File: config.mk
export PLATFORM = sky130hd
export DESIGN_NAME = hcr_bank
export DESIGN_NICKNAME = d
export VERILOG_FILES = /design/src/include/hcr_pkg.sv /design/src/logic/hcr_bank.sv /design/src/logic/hcr_sync.sv
export SDC_FILE = /design/constraint.sdc
export NUM_CORES = 1
export LEC_CHECK = 0
export ABC_AREA = 1
export BUFFER_PORTS_ARGS = -buffer_cell sky130_fd_sc_hd__buf_4
export CORE_MARGIN = 2
export CORE_UTILIZATION = 59
export DETAILED_ROUTE_END_ITERATION = 7
export PLACE_DENSITY = 0.84
export SLEW_MARGIN = 20
export SYNTH_ARGS = -nofsm -noshare
export SYNTH_HDL_FRONTEND = slang
export SYNTH_SLANG_ARGS = --single-unit
File: constraint.sdc
create_clock -name clk -period 3.4 [get_ports clk]
set_input_delay 0.34 -clock clk [delete_from_list [all_inputs] [get_ports clk]]
set_output_delay 0.34 -clock clk [all_outputs]
set_load 0.02 [all_outputs]
File: src/include/hcr_pkg.sv
//==========================================================
// Contract
// - device code high byte register holds bits 7:0 of identifier upper half
// - first config byte bit 7: zero bus powered, one self powered
// - with dynamic switching on, power mode follows local power detect pin
// - first config byte bit 6 reports whether led port indicators exist
// - first config byte bit 5 one forces full speed only attachment
// - first config byte bit 4: shared translator or one per port
// - first config byte bit 3 one suppresses end marker at frame point
// - bits 2:1 pick ganged, per port or no sensing; none only bus powered
// - first config byte bit 0: ganged or per port power switching
// - second config byte bit 7 enables automatic fallback to bus power
// - second config byte bits 5:4 pick filter delay 0.1, 2, 4, 6 ms
// - second config byte bit 3 marks hub as part of compound device
// - fixed port map bits 3:1 mark ports 3:1 non removable
// - bit zero of each port bitmap is reserved and reads zero
// - in self powered mode, off map bits 3:1 disable ports 3:1
// - all five registers reset to 0x00
// - once lock is set, writes to the configuration range are rejected; here they are acknowledged and dropped only while config_lock is high
package hcr_pkg;

  //==========================================================
  // register offsets and reset value
  localparam logic [7:0] OFS_DEVICE_CODE_HIGH = 8'h06;
  localparam logic [7:0] OFS_CONFIG_ONE       = 8'h07;
  localparam logic [7:0] OFS_CONFIG_TWO       = 8'h08;
  localparam logic [7:0] OFS_FIXED_PORT_MAP   = 8'h09;
  localparam logic [7:0] OFS_PORT_OFF_MAP     = 8'h0a;
  localparam logic [7:0] REG_RESET            = 8'h00;

  //==========================================================
  // writable bit masks, reserved positions are zero
  localparam logic [7:0] MASK_CONFIG_TWO = 8'hb8;
  localparam logic [7:0] MASK_PORT_MAP   = 8'h0e;

  //==========================================================
  // field positions
  localparam int unsigned C1_POWER_SOURCE = 7;
  localparam int unsigned C1_LED          = 6;
  localparam int unsigned C1_FULL_SPEED   = 5;
  localparam int unsigned C1_TRANSLATOR   = 4;
  localparam int unsigned C1_SUPPRESS_EOP = 3;
  localparam int unsigned C1_SENSE_HI     = 2;
  localparam int unsigned C1_SENSE_LO     = 1;
  localparam int unsigned C1_SWITCHING    = 0;
  localparam int unsigned C2_DYNAMIC      = 7;
  localparam int unsigned C2_TIMER_HI     = 5;
  localparam int unsigned C2_TIMER_LO     = 4;
  localparam int unsigned C2_COMPOUND     = 3;
  localparam int unsigned PORT_LO         = 1;
  localparam int unsigned PORT_HI         = 3;
  localparam int unsigned NUM_PORTS       = 3;

  //==========================================================
  // filter delays in microseconds and cycles at the core clock
  localparam int unsigned CLK_MHZ      = 100;
  localparam int unsigned OC_DELAY0_US = 100;
  localparam int unsigned OC_DELAY1_US = 2000;
  localparam int unsigned OC_DELAY2_US = 4000;
  localparam int unsigned OC_DELAY3_US = 6000;
  localparam int unsigned OC_CW        = 20;
  localparam logic [OC_CW-1:0] OC_CYCLES0 = OC_CW'(OC_DELAY0_US * CLK_MHZ);
  localparam logic [OC_CW-1:0] OC_CYCLES1 = OC_CW'(OC_DELAY1_US * CLK_MHZ);
  localparam logic [OC_CW-1:0] OC_CYCLES2 = OC_CW'(OC_DELAY2_US * CLK_MHZ);
  localparam logic [OC_CW-1:0] OC_CYCLES3 = OC_CW'(OC_DELAY3_US * CLK_MHZ);

  //==========================================================
  // serial slave states and constants
  localparam logic [3:0] BITS_PER_BYTE = 4'h8;

  typedef enum logic [3:0] {
    SMB_IDLE      = 4'h0,
    SMB_ADDR      = 4'h1,
    SMB_ACK_ADDR  = 4'h2,
    SMB_CMD       = 4'h3,
    SMB_ACK_CMD   = 4'h4,
    SMB_WDATA     = 4'h5,
    SMB_ACK_WDATA = 4'h6,
    SMB_RDATA     = 4'h7,
    SMB_RACK      = 4'h8
  } hcr_smb_state_t;

  //==========================================================
  // settings handed to the hub core
  typedef struct packed {
    logic [7:0]           device_code_high_byte;
    logic                 self_powered;
    logic                 led_indicator_present;
    logic                 full_speed_only;
    logic                 per_port_translator;
    logic                 suppress_frame_end_marker;
    logic [1:0]           overcurrent_sensing_scheme;
    logic                 sensing_config_error;
    logic                 power_switch_granularity;
    logic                 dynamic_fallback;
    logic [1:0]           overcurrent_filter_delay;
    logic [OC_CW-1:0]     overcurrent_filter_cycles;
    logic                 compound_device;
    logic [NUM_PORTS-1:0] fixed_attachment_ports;
    logic [NUM_PORTS-1:0] disabled_ports_local_power;
  } hcr_hub_cfg_t;

  //==========================================================
  // full state of the bank
  typedef struct packed {
    hcr_smb_state_t st;
    logic [3:0]     bit_cnt;
    logic [7:0]     shift;
    logic [7:0]     ptr;
    logic           rw;
    logic           nack;
    logic           drive;
    logic           scl_d;
    logic           sda_d;
    logic [7:0]     code_hi;
    logic [7:0]     cfg1;
    logic [7:0]     hub_config_byte_two;
    logic [7:0]     fixed_map;
    logic [7:0]     off_map;
    hcr_hub_cfg_t   cfg;
  } hcr_state_t;

endpackage

File: src/logic/hcr_bank.sv
`timescale 1ns/1ns
module hcr_bank
  import hcr_pkg::*;
#(
  parameter logic [6:0]       SLAVE_ADDR = 7'h2c,  // arbitrary value
  parameter logic [OC_CW-1:0] OC_CYC0    = OC_CYCLES0,
  parameter logic [OC_CW-1:0] OC_CYC1    = OC_CYCLES1,
  parameter logic [OC_CW-1:0] OC_CYC2    = OC_CYCLES2,
  parameter logic [OC_CW-1:0] OC_CYC3    = OC_CYCLES3
) (
  // system
  input  wire logic   clk,
  input  wire logic   rst,
  // serial management pins
  input  wire logic   scl_in,
  input  wire logic   sda_in,
  output logic        sda_out,
  output logic        sda_oe_n,
  // power detect and lock
  input  wire logic   local_power_detect_pin,
  input  wire logic   config_lock,
  // settings to the hub core
  output hcr_hub_cfg_t hub_cfg
);

  //==========================================================
  // pin synchronisers
  logic [2:0] pins_s;
  logic       scl_s;
  logic       sda_s;
  logic       pwr_s;

  hcr_sync #(
    .W (3)
  ) u_sync (
    .clk  (clk),
    .rst  (rst),
    .din  ({local_power_detect_pin, sda_in, scl_in}),
    .dout (pins_s)
  );

  assign scl_s = pins_s[0];
  assign sda_s = pins_s[1];
  assign pwr_s = pins_s[2];

  //==========================================================
  // state
  hcr_state_t s_reg;
  hcr_state_t s_next;

  // bus events from synchronised pins
  logic scl_rise;
  logic scl_fall;
  logic start_cond;
  logic stop_cond;

  assign scl_rise   = scl_s & ~s_reg.scl_d;
  assign scl_fall   = ~scl_s & s_reg.scl_d;
  assign start_cond = scl_s & s_reg.scl_d & s_reg.sda_d & ~sda_s;
  assign stop_cond  = scl_s & s_reg.scl_d & ~s_reg.sda_d & sda_s;

  //==========================================================
  // register read mux, unmapped offsets read zero
  function automatic logic [7:0] read_reg(input hcr_state_t s, input logic [7:0] ofs);
    logic [7:0] v;
    v = 8'h00;
    case (ofs)
      OFS_DEVICE_CODE_HIGH: v = s.code_hi;
      OFS_CONFIG_ONE:       v = s.cfg1;
      OFS_CONFIG_TWO:       v = s.hub_config_byte_two & MASK_CONFIG_TWO;
      OFS_FIXED_PORT_MAP:   v = s.fixed_map & MASK_PORT_MAP;
      OFS_PORT_OFF_MAP:     v = s.off_map & MASK_PORT_MAP;
      default:              v = 8'h00;
    endcase
    return v;
  endfunction

  // selected filter delay in cycles
  function automatic logic [OC_CW-1:0] oc_cycles(input logic [1:0] sel);
    logic [OC_CW-1:0] c;
    c = OC_CYC0;
    case (sel)
      2'h0:    c = OC_CYC0;
      2'h1:    c = OC_CYC1;
      2'h2:    c = OC_CYC2;
      2'h3:    c = OC_CYC3;
      default: c = OC_CYC0;
    endcase
    return c;
  endfunction

  //==========================================================
  // next state
  logic [7:0] rd_byte;
  logic       self_mode;

  always_comb begin
    s_next       = s_reg;
    s_next.scl_d = scl_s;
    s_next.sda_d = sda_s;
    rd_byte      = read_reg(s_reg, s_reg.ptr);

    if (start_cond) begin
      // start or repeated start, pointer kept for reads
      s_next.st      = SMB_ADDR;
      s_next.bit_cnt = 4'h0;
      s_next.drive   = 1'b0;
    end else if (stop_cond) begin
      s_next.st    = SMB_IDLE;
      s_next.drive = 1'b0;
    end else begin
      // sample on rising clock
      if (scl_rise) begin
        case (s_reg.st)
          SMB_ADDR, SMB_CMD, SMB_WDATA: begin
            if (s_reg.bit_cnt < BITS_PER_BYTE) begin
              s_next.shift   = {s_reg.shift[6:0], sda_s};
              s_next.bit_cnt = s_reg.bit_cnt + 4'h1;
            end
          end
          SMB_RDATA: begin
            if (s_reg.bit_cnt < BITS_PER_BYTE) begin
              s_next.bit_cnt = s_reg.bit_cnt + 4'h1;
            end
          end
          SMB_RACK: begin
            s_next.nack = sda_s;
          end
          default: begin
          end
        endcase
      end

      // drive and advance on falling clock
      if (scl_fall) begin
        case (s_reg.st)
          SMB_ADDR: begin
            if (s_reg.bit_cnt == BITS_PER_BYTE) begin
              if (s_reg.shift[7:1] == SLAVE_ADDR) begin
                s_next.rw    = s_reg.shift[0];
                s_next.drive = 1'b1;
                s_next.st    = SMB_ACK_ADDR;
              end else begin
                s_next.st = SMB_IDLE;
              end
            end
          end
          SMB_CMD: begin
            if (s_reg.bit_cnt == BITS_PER_BYTE) begin
              s_next.ptr   = s_reg.shift;
              s_next.drive = 1'b1;
              s_next.st    = SMB_ACK_CMD;
            end
          end
          SMB_WDATA: begin
            if (s_reg.bit_cnt == BITS_PER_BYTE) begin
              // locked writes are acknowledged and dropped
              if (!config_lock) begin
                case (s_reg.ptr)
                  OFS_DEVICE_CODE_HIGH: s_next.code_hi = s_reg.shift;
                  OFS_CONFIG_ONE:       s_next.cfg1    = s_reg.shift;
                  OFS_CONFIG_TWO:       s_next.hub_config_byte_two    = s_reg.shift & MASK_CONFIG_TWO;
                  OFS_FIXED_PORT_MAP:   s_next.fixed_map = s_reg.shift & MASK_PORT_MAP;
                  OFS_PORT_OFF_MAP:     s_next.off_map = s_reg.shift & MASK_PORT_MAP;
                  default: begin
                  end
                endcase
              end
              s_next.ptr   = s_reg.ptr + 8'h01;
              s_next.drive = 1'b1;
              s_next.st    = SMB_ACK_WDATA;
            end
          end
          SMB_ACK_ADDR: begin
            s_next.bit_cnt = 4'h0;
            if (s_reg.rw) begin
              s_next.shift = rd_byte;
              s_next.drive = ~rd_byte[7];
              s_next.st    = SMB_RDATA;
            end else begin
              s_next.drive = 1'b0;
              s_next.st    = SMB_CMD;
            end
          end
          SMB_ACK_CMD, SMB_ACK_WDATA: begin
            s_next.bit_cnt = 4'h0;
            s_next.drive   = 1'b0;
            s_next.st      = SMB_WDATA;
          end
          SMB_RDATA: begin
            if (s_reg.bit_cnt == BITS_PER_BYTE) begin
              s_next.drive = 1'b0;
              s_next.ptr   = s_reg.ptr + 8'h01;
              s_next.st    = SMB_RACK;
            end else begin
              s_next.shift = {s_reg.shift[6:0], 1'b0};
              s_next.drive = ~s_reg.shift[6];
            end
          end
          SMB_RACK: begin
            if (s_reg.nack) begin
              s_next.st = SMB_IDLE;
            end else begin
              s_next.bit_cnt = 4'h0;
              s_next.shift   = rd_byte;
              s_next.drive   = ~rd_byte[7];
              s_next.st      = SMB_RDATA;
            end
          end
          SMB_IDLE: begin
            s_next.drive = 1'b0;
          end
          default: begin
            s_next.st    = SMB_IDLE;
            s_next.drive = 1'b0;
          end
        endcase
      end
    end

    // decoded settings, registered toward the hub core
    self_mode = s_reg.hub_config_byte_two[C2_DYNAMIC] ? pwr_s : s_reg.cfg1[C1_POWER_SOURCE];
    s_next.cfg.device_code_high_byte      = s_reg.code_hi;
    s_next.cfg.self_powered               = self_mode;
    s_next.cfg.led_indicator_present      = s_reg.cfg1[C1_LED];
    s_next.cfg.full_speed_only            = s_reg.cfg1[C1_FULL_SPEED];
    s_next.cfg.per_port_translator        = s_reg.cfg1[C1_TRANSLATOR];
    s_next.cfg.suppress_frame_end_marker  = s_reg.cfg1[C1_SUPPRESS_EOP];
    s_next.cfg.overcurrent_sensing_scheme = s_reg.cfg1[C1_SENSE_HI:C1_SENSE_LO];
    s_next.cfg.sensing_config_error       = s_reg.cfg1[C1_SENSE_HI] & self_mode;
    s_next.cfg.power_switch_granularity   = s_reg.cfg1[C1_SWITCHING];
    s_next.cfg.dynamic_fallback           = s_reg.hub_config_byte_two[C2_DYNAMIC];
    s_next.cfg.overcurrent_filter_delay   = s_reg.hub_config_byte_two[C2_TIMER_HI:C2_TIMER_LO];
    s_next.cfg.overcurrent_filter_cycles  =
      oc_cycles(s_reg.hub_config_byte_two[C2_TIMER_HI:C2_TIMER_LO]);
    s_next.cfg.compound_device            = s_reg.hub_config_byte_two[C2_COMPOUND];
    s_next.cfg.fixed_attachment_ports     = s_reg.fixed_map[PORT_HI:PORT_LO];
    s_next.cfg.disabled_ports_local_power =
      self_mode ? s_reg.off_map[PORT_HI:PORT_LO] : '0;
  end

  //==========================================================
  // state registers, everything clears on reset except the sampled clock and data levels, which load one
  always_ff @(posedge clk or posedge rst) begin
    if (rst) begin
      s_reg           <= '0;
      s_reg.st        <= SMB_IDLE;
      s_reg.scl_d     <= 1'b1;
      s_reg.sda_d     <= 1'b1;
      s_reg.code_hi   <= REG_RESET;
      s_reg.cfg1      <= REG_RESET;
      s_reg.hub_config_byte_two      <= REG_RESET;
      s_reg.fixed_map <= REG_RESET;
      s_reg.off_map   <= REG_RESET;
    end else begin
      s_reg <= s_next;
    end
  end

  //==========================================================
  // outputs, open drain pulls low only
  assign sda_out  = 1'b0;
  assign sda_oe_n = ~s_reg.drive;
  assign hub_cfg  = s_reg.cfg;

endmodule

File: src/logic/hcr_sync.sv
`timescale 1ns/1ns
module hcr_sync #(
  parameter int unsigned W = 3
) (
  // system
  input  wire logic         clk,
  input  wire logic         rst,
  // pins and synchronised copies
  input  wire logic [W-1:0] din,
  output logic      [W-1:0] dout
);

  typedef struct packed {
    logic [W-1:0] s1;
    logic [W-1:0] s2;
  } hcr_sync_state_t;

  hcr_sync_state_t s_reg;
  hcr_sync_state_t s_next;

  // first stage feeds only the second stage
  always_comb begin
    s_next    = s_reg;
    s_next.s1 = din;
    s_next.s2 = s_reg.s1;
  end

  // state registers, reset to the idle high level of the bus pins so no false edge follows
  always_ff @(posedge clk or posedge rst) begin
    if (rst) begin
      s_reg <= '1;
    end else begin
      s_reg <= s_next;
    end
  end

  assign dout = s_reg.s2;

endmodule

Yosys cells after proc, flatten, opt, wreduce, memory -nomap -nowiden --
Cells that the tools add are included.
Word-level totals: register bits 108, bits in latches 0, RAM bits 0, bits in read-only memories 0, bits of input ports 6, output and inout bits 49, logic and storage cells 147, memories kept 0
Cells by class: add/sub/neg operators 2, multipliers 0, divide/modulo/power cells 0, order comparisons 1, eq/ne operators 29, shift operators 0, mux-type cells 46, bitwise operators 18, reduce and logical (&&, ||, !) cells 20
Operators with widths (count):
- $pmux W20 S4 | 1
- $mux W12 | 5
- $mux W8 | 6
- $pmux W8 S5 | 1
- $reduce_and A7 Y1 | 5
- $pmux W4 S8 | 1
- $mux W25 | 1
- $eq A8 B4 Y1 const B | 3
- $mux W4 | 6
- $ne A4 B4 Y1 const B | 6
- $pmux W8 S3 | 1
- $mux W22 | 1
- $reduce_and A6 Y1 | 3
- $eq A4 B3 Y1 const B | 4
- $eq A8 B3 Y1 const B | 2
- $pmux W4 S2 | 2
- $pmux W8 S2 | 1
- $mux W1 | 15
- $not A1 Y1 | 10
- $mux W3 | 3
- $add A8 B1 Y8 const B | 1
- $and A1 B1 Y1 | 8
- $eq A4 B2 Y1 const B | 2
- $eq A4 B4 Y1 const B | 2
- 21 further kinds | 26

Longest topological paths before layout --
Gate-level depths: netlist (run 1).
word-level depth 11, depth in mapped cells 12, depth with buffers taken out 12

Modules after synthesis --
From an unflattened synthesis (run 1), not the netlist that was laid out.
Unflattened totals: cell total of the unflattened synthesis 562, area, all modules 4872.2 um2
Modules (own cells, without submodules):
- hcr_bank | times used 1, cells each 555, area each 4710.8 um2, seq. area each 2279.7 um2
- hcr_sync | times used 1, cells each 7, area each 161.4 um2, seq. area each 157.7 um2

Worst setup path before layout (run 1) --
Ideal clock, no wire load.
kind register -> register, from reg s_reg[108] (netlist name), to reg s_reg (netlist bit s_next[39]), setup time 0.121 ns, data arrival time 1.656 ns, required time 3.279 ns, path slack 1.624 ns, stages on the path, launching flop included 9, buffers on the path 1, period minus slack after synthesis 1.776 ns, path through dfrtp_1 > inv_1 > ha_1 > nand3_1 > nor4_4 > nand2_4 > buf_6 > nand2_2 > o21ai_2
On the way: cells in the longest elaborated chain, start to end 2
Ends and longest elaborated chain:
- start: declaration | RTL line hcr_bank.sv:48 | hcr_state_t s_reg;
- start signal: assignment | RTL line hcr_bank.sv:256 | s_reg <= s_next;
- $eq A4 B4 Y1 | RTL line hcr_bank.sv:156 | if (s_reg.bit_cnt == BITS_PER_BYTE) begin
- $reduce_and A7 Y1 (no source line)
No other way between the ends. A chain may end at the register's enable or synchronous reset.

Worst setup path after layout (run 1) --
from reg s_reg[108] (netlist name), to reg s_reg (netlist bit s_next[36])
The elaborated chain is that of the path after synthesis.

==> summary.txt, run 1 <==
Pwr
  • Switch share: 0.375
  • Combinational power share: 0.258
  • PwrDens: around 540 nW/um2
  • Worst VDD drop: approximately 0.41 mV
  • Switching pwr: ~0.0011 W
  • Seq pwr share: 0.478
  • Leak: approximately 2.7 nW
  • Internal Power: roughly 0.0018 W
  • Clk pwr share: 0.264

Global route
  • Total gr overflow: 0
  • GR Util met1: 0.304
  • First-pass GRT wire length: between 15,000 and 20,000 um
  • Initial antenna violation count: 0
  • GRT Overall Usage: 0.240
  • Met3 usage in global routing: 0.0530
  • GR peak layer: met2
  • Vias in the first global route: between 3,000 and 4,000
  • Largest net degree at the start of global routing: 50
  • M2 GR Usage: 0.414

Timing
  • Pins over their slew limit: 0
  • Max frequency: roughly 430 MHz
  • RSZ-0062 raised after global routing: false
  • Tcrit/Tclk final: 0.681
  • Setup ws final: roughly 1.1 ns
  • Clock skew: between 0.01 and 0.015 ns
  • Setup TNS: 0 ns
  • Setup violators final: 0
  • Relative slew slack: 0.445
  • Final hold vios: 0
  • Fin crit period: 2.32 ns
  • Hold WS: 0.0578 ns
  • Slew @ Worst Pin: about 0.83 ns

Floorplan
  • Initial Util: 0.606
  • DIE AREA: 9140 um2
  • Core region area: between 8000 and 9000 um2
  • Chip Height: 95.6 um
  • Die Span X: approximately 96 um
  • Rows: 33
  • IO Count: 55

Setup path
  • Flop2flop setup slack: roughly 1.1 ns
  • Kind of critical path: register to register
  • Critical Path RT: approximately 3.7 ns
  • CP endpoint kind: register
  • Startpoint Class: register
  • Worst EP arrival: between 2 and 3 ns
  • Max Fanout on Critical Path: 16

Clock network
  • CTS tree: built
  • CTS Sinks: 97
  • Setup bufs post-CTS: 0
  • Post-CTS Resized: 0
  • Clk Latency, worst-skew pair: around 0.38 ns
  • Hold_buf cts: 0
  • CTS root buffer: clkbuf_8
  • Htree depth: 3
  • Clock Tree Buf Depth: 2
  • Inserted Clock Buffers: 9
  • Clock Pin Slew Worst Setup and Hold Paths: 0.10 ns

Logic synthesis
  • Post-Syn Instances: roughly 570
  • Mapped cell area: 4950 um2
  • Cell variety after synth: 38
  • Post-synthesis register bit count: 97
  • Syn_area_per_cell: approximately 8.8 um2
  • Ys async rst share: 1.00
  • Sequential-to-total area share from yosys stat: 0.492
  • Most used DFF post-synth: dfrtp_1
  • Number of synthesized flops with an enable pin: 0
  • YS warnings: 0

Job
  • MaxCap Viol Count: 0

Placement
  • Worst slack at placement: 1.14 ns
  • Cell area after placement: about 5100 um2
  • Post-DP HPWL: about 7400 um
  • RD Place Congestion: about 0.97
  • I/O Buffers: 46

Routing
  • 1st-iter DRT viols: about 280
  • WL/cell: around 15 um
  • Via count: roughly 3,800
  • Remaining DRCs: 0
  • Vias/cell: between 5 and 6
  • Pre-Repair DR Iteration Count: 5
  • Routed Antenna Nets: 0
  • DRT Wirelength: 10,300 um

Cells and area
  • Most frequent cells in the layout: nand2_1 (143), dfrtp_1 (89), inv_1 (51), buf_4 (48), nand3_1 (45)
  • Max FFs per register: 36
  • Fraction of layout cells with a size suffix above 1: 0.219
  • Most common cell after layout, fill and taps aside: nand2_1
  • Nets: 594
  • Filler cells: between 600 and 700
  • Diodes inserted: 0
  • Layout area overhead: 6.09%
  • Final instance area: roughly 5300 um2

Worst hold path
  • Hold WC Path Type: primary input to register

Outcome
  • Run status: finished clean
-- metrics by stage --
step                      utilization  instances  power (W)
after floorplan                     -        572    0.00191
after global placement          0.619        670    0.00205
after detailed placement        0.619        670    0.00208
after CTS                       0.642        686    0.00282
after global routing            0.642        686    0.00298
final                           0.642        686    0.00281
-- critical path, stage by stage (launching register included) --
cell	delay, ns
dfrtp_1	0.42
inv_1	0.09
ha_1	0.14
nand3_1	0.39
nor4_4	0.65
nand2_4	0.27
nand2_1	0.16
o21ai_2	0.07
-- cells by family after synthesis --
logic type	Yosys count	share of synthesized area
simple gates	260	0.244
mux	1	0.00202
other cells	1	0.000757
fa+ha+maj	12	0.0303
flops	97	0.492
compound gates	79	0.0991
xor+xnor	2	0.00354
buf+inv	113	0.128
-- synthesized netlist by cell type, types with 2 or more instances --
cell type	count	share of area
nor3_1	2	0.0020
dfstp_2	8	0.042
buf_6	3	0.0068
a22o_1	2	0.0035
nand2_2	15	0.019
o21ai_0	35	0.035
a21oi_1	14	0.014
o211ai_1	4	0.0061
buf_4	48	0.073
nor2_1	26	0.020
nand2_4	3	0.0068
nand4_1	12	0.015
o21ai_2	16	0.028
dfrtp_1	89	0.45
nor2_2	7	0.0088
inv_2	5	0.0038
nand3_1	45	0.045
nand2_1	143	0.11
o21ai_1	4	0.0040
xor2_1	2	0.0035
ha_1	12	0.030
inv_1	52	0.039
buf_2	3	0.0030
-- routing by layer --
| metal | vias to the layer above | share of wire |
|---|---|---|
| met5 | - | 0 |
| met4 | 0 | 0.015 |
| met3 | 19 | 0.060 |
| met2 | 134 | 0.51 |
| met1 | 1847 | 0.42 |
| li1 | 1786 | - |
-- area by class of cell --
type / count / area [um2] / area share
Sequential cell: 97 / 2440 / 0.464
Multi-Input combinational cell: 362 / 1910 / 0.363
Timing Repair Buffer: 48 / 360 / 0.0686
Inverter: 58 / 221 / 0.0422
Clock buffer: 10 / 138 / 0.0262
Tap cell: 105 / 131 / 0.0250
Clock inverter: 6 / 57.6 / 0.0110
-- power by group through the flow --
stage                     clock network (W)  logic, W  registers, W
final                              0.000744  0.000726       0.00134
after global routing               0.000813  0.000813       0.00136
after CTS                          0.000758  0.000717       0.00134
after detailed placement                  0  0.000712       0.00136
after global placement                    0  0.000688       0.00136
after floorplan                           0  0.000582       0.00133
-- path summary, 6_finish.rpt --
check,to,from,cells after the start
worst max-delay path,s_next[36]$_DFFE_PP0P_,s_reg[108]$_DFFE_PP0P_,7
worst max register to register,s_next[36]$_DFFE_PP0P_,s_reg[108]$_DFFE_PP0P_,7
worst min-delay path,u_sync.s_next[1]$_DFF_PP1_,sda_in,1
worst min register to register,u_sync.dout[0]$_DFF_PP1_,u_sync.s_next[0]$_DFF_PP1_,0
max in group asynchronous,u_sync.s_next[2]$_DFF_PP1_,rst,3
min in group asynchronous,s_reg[106]$_DFFE_PP0P_,rst,2
Power figures use the tool's default switching activity.
==> run 2: changes to the inputs <==
- CORE_UTILIZATION: 59 -> 53
- PLACE_DENSITY: 0.84 -> 0.8
- clock period: 3.4 -> 2 ns (I/O delays scaled with it)
==> summary.txt, run 2 (synthesis results as in run 1) <==
Floorplan
  • Initial Util: 0.541 (was 0.606)
  • IO Count: 55 (unchanged)
  • DIE AREA: 10,100 um2 (was 9140 um2)
  • Chip Height: 101 um (was 95.6 um)
  • Die Span X: 101 um (was 95.6 um)
  • Rows: 35 (was 33)
  • Core region area: 9150 um2 (was 8180 um2)

Clock network
  • Htree depth: 3 (unchanged)
  • CTS Sinks: 97 (unchanged)
  • CTS root buffer: clkbuf_8 (unchanged)
  • Clock Tree Buf Depth: 2 (unchanged)
  • CTS tree: built (unchanged)
  • Inserted Clock Buffers: 9 (unchanged)
  • Clock Pin Slew Worst Setup and Hold Paths: 0.10 ns (about the same)
  • Clk Latency, worst-skew pair: 0.37 ns (was 0.38 ns)

Routing
  • 1st-iter DRT viols: 253 (was 279)
  • Via count: 3,706 (was 3,786)
  • Remaining DRCs: 0 (unchanged)
  • DRT Wirelength: 10,000 um (was 10,300 um)
  • Routed Antenna Nets: 0 (unchanged)
  • Vias/cell: 5.21 (was 5.52)
  • WL/cell: 14.1 um (was 14.9 um)
  • Pre-Repair DR Iteration Count: 5 (unchanged)

Setup path
  • Critical Path RT: 2.31 ns (was 3.66 ns)
  • Worst EP arrival: 2.10 ns (was 2.57 ns)
  • Reg2reg end: s_reg[102]$_DFFE_PP0P_ (was s_next[36]$_DFFE_PP0P_)
  • Flop2flop setup slack: 0.21 ns (was 1.08 ns)
  • Max Fanout on Critical Path: 8 (was 16)
  • CP endpoint kind: register (unchanged)
  • Startpoint Class: register (unchanged)
  • R2r startpoint: s_reg[113]$_DFFE_PP0P_ (was s_reg[108]$_DFFE_PP0P_)
  • Kind of critical path: register to register (unchanged)
  • R2R cell count: 11 (was 7)

Global route
  • Initial antenna violation count: 0 (unchanged)
  • Total gr overflow: 0 (unchanged)
  • Largest net degree at the start of global routing: 98 (was 50)
  • Vias in the first global route: 3,565 (was 3,579)
  • First-pass GRT wire length: 17,000 um (was 16,800 um)
  • GRT Overall Usage: 0.214 (was 0.240)

Timing
  • Setup violators final: 0 (unchanged)
  • Slew @ Worst Pin: 0.550 ns (was 0.831 ns)
  • RSZ-0062 raised after global routing: false (unchanged)
  • Relative slew slack: 0.629 (was 0.445)
  • Tcrit/Tclk final: 0.895 (was 0.681)
  • Fin crit period: 1.79 ns (was 2.32 ns)
  • Setup TNS: 0 ns (unchanged)
  • Max frequency: 559 MHz (was 432 MHz)
  • Final hold vios: 0 (unchanged)
  • Pins over their slew limit: 0 (unchanged)
  • Clock skew: 0.0126 ns (was 0.0148 ns)

Cells and area
  • Diodes inserted: 0 (unchanged)
  • Final instance area: 5450 um2 (was 5250 um2)
  • Most frequent cells in the layout: nand2_1 (143), dfrtp_1 (88), buf_4 (63), inv_1 (51), nand3_1 (44) (was nand2_1 (143), dfrtp_1 (89), inv_1 (51), buf_4 (48), nand3_1 (45))
  • Fraction of layout cells with a size suffix above 1: 0.243 (was 0.219)
  • Final Instance Count excl. Fillers: 712 (was 686)
  • Layout area overhead: 10.1% (was 6.09%)
  • Max FFs per register: 36 (unchanged)
  • Most common cell after layout, fill and taps aside: nand2_1 (unchanged)
  • Nets: 614 (was 594)

Placement
  • Post-DP HPWL: 7320 um (was 7360 um)
  • Cell area after placement: 5180 um2 (was 5060 um2)
  • I/O Buffers: 46 (unchanged)
  • Dpl cells: 689 (was 670)
  • RD Place Congestion: 0.863 (was 0.969)

Worst hold path
  • Hold EP: s_reg[49]$_DFFE_PP0P_ (was u_sync.s_next[1]$_DFF_PP1_)
  • Hold WC Path Type: primary input to register (unchanged)
  • Hold path depth: 5 (was 1)
  • Hold path startpoint: config_lock (was sda_in)

Outcome
  • Run status: finished clean (unchanged)

Pwr
  • Leak: 2.77 nW (was 2.69 nW)
  • Worst VDD drop: 0.724 mV (was 0.409 mV)
  • PwrDens: 894 nW/um2 (was 536 nW/um2)
  • Total power: 0.00488 W (was 0.00281 W)

Job
  • MaxCap Viol Count: 0 (unchanged)
run 2: metrics by stage:
step	hold slack, ns	worst slack (ns)	util
6_report	0.356	0.210	0.596
5_1_grt	0.368	0.00786	0.596
3_5_place_dp	0.310	0.169	0.566
4_1_cts	0.339	0.138	0.591
2_1_floorplan	0.204	0.224	-
3_3_place_gp	0.310	0.209	0.566
run 2: what timing repair did:
action,4_1_cts,5_1_grt
hold endpoints to repair,92,0
setup buffers,0,3
gates resized for setup,0,6
hold buffers,4,0
endpoints found under the setup margin,0,11
run 2: layout make-up:
cell class / instances / area (um2)
clock buffers: 10 / 138
clock inverters: 6 / 50.0
fillers: 798 / 3700
inverters: 58 / 224
multi-input cells: 362 / 1930
flip-flops and latches: 97 / 2440
well taps: 111 / 139
repair buffers: 68 / 533
run 2: power breakdown:
part / total (W) / switching [W] / leakage, nW / internal, W
clock: 0.00120 / 0.000696 / 0.0883 / 0.000500
combinational: 0.00141 / 0.000912 / 1.40 / 0.000498
sequential: 0.00227 / 0.000168 / 1.29 / 0.00210
run 2: worst max path at each step:
stage | start | endpoint | slack (ns) | cells past startpoint
floorplan | s_reg[108]$_DFFE_PP0P_ | s_next[39]$_DFFE_PP0P_ | 0.22 | 8
global placement | s_reg[92]$_DFFE_PP0P_ | s_reg[103]$_DFFE_PP0P_ | 0.21 | 10
detailed placement | s_reg[108]$_DFFE_PP0P_ | s_next[46]$_DFFE_PP0P_ | 0.17 | 8
CTS | s_reg[92]$_DFFE_PP0P_ | s_reg[103]$_DFFE_PP0P_ | 0.14 | 10
global route | s_reg[92]$_DFFE_PP0P_ | s_reg[89]$_DFFE_PP0P_ | 0.008 | 10
finish | s_reg[113]$_DFFE_PP0P_ | s_reg[102]$_DFFE_PP0P_ | 0.21 | 11
run 2: critical path, stage by stage, from the launching register on:
cell,delay [ns]
dfrtp_1,0.47
nor2_1,0.15
nand3_1,0.17
inv_1,0.14
nand2_1,0.10
nand2_1,0.08
inv_1,0.09
a21oi_4,0.22
nand2_1,0.12
nand4_1,0.09
nand2_1,0.05
nand2_1,0.06
run 2: per-layer routing:
layer,track usage,up-vias,wire (um)
li1,-,1834,-
met1,0.278,1736,4370
met2,0.367,122,5020
met3,0.0402,14,499
met4,0.0601,0,114
met5,0,-,0
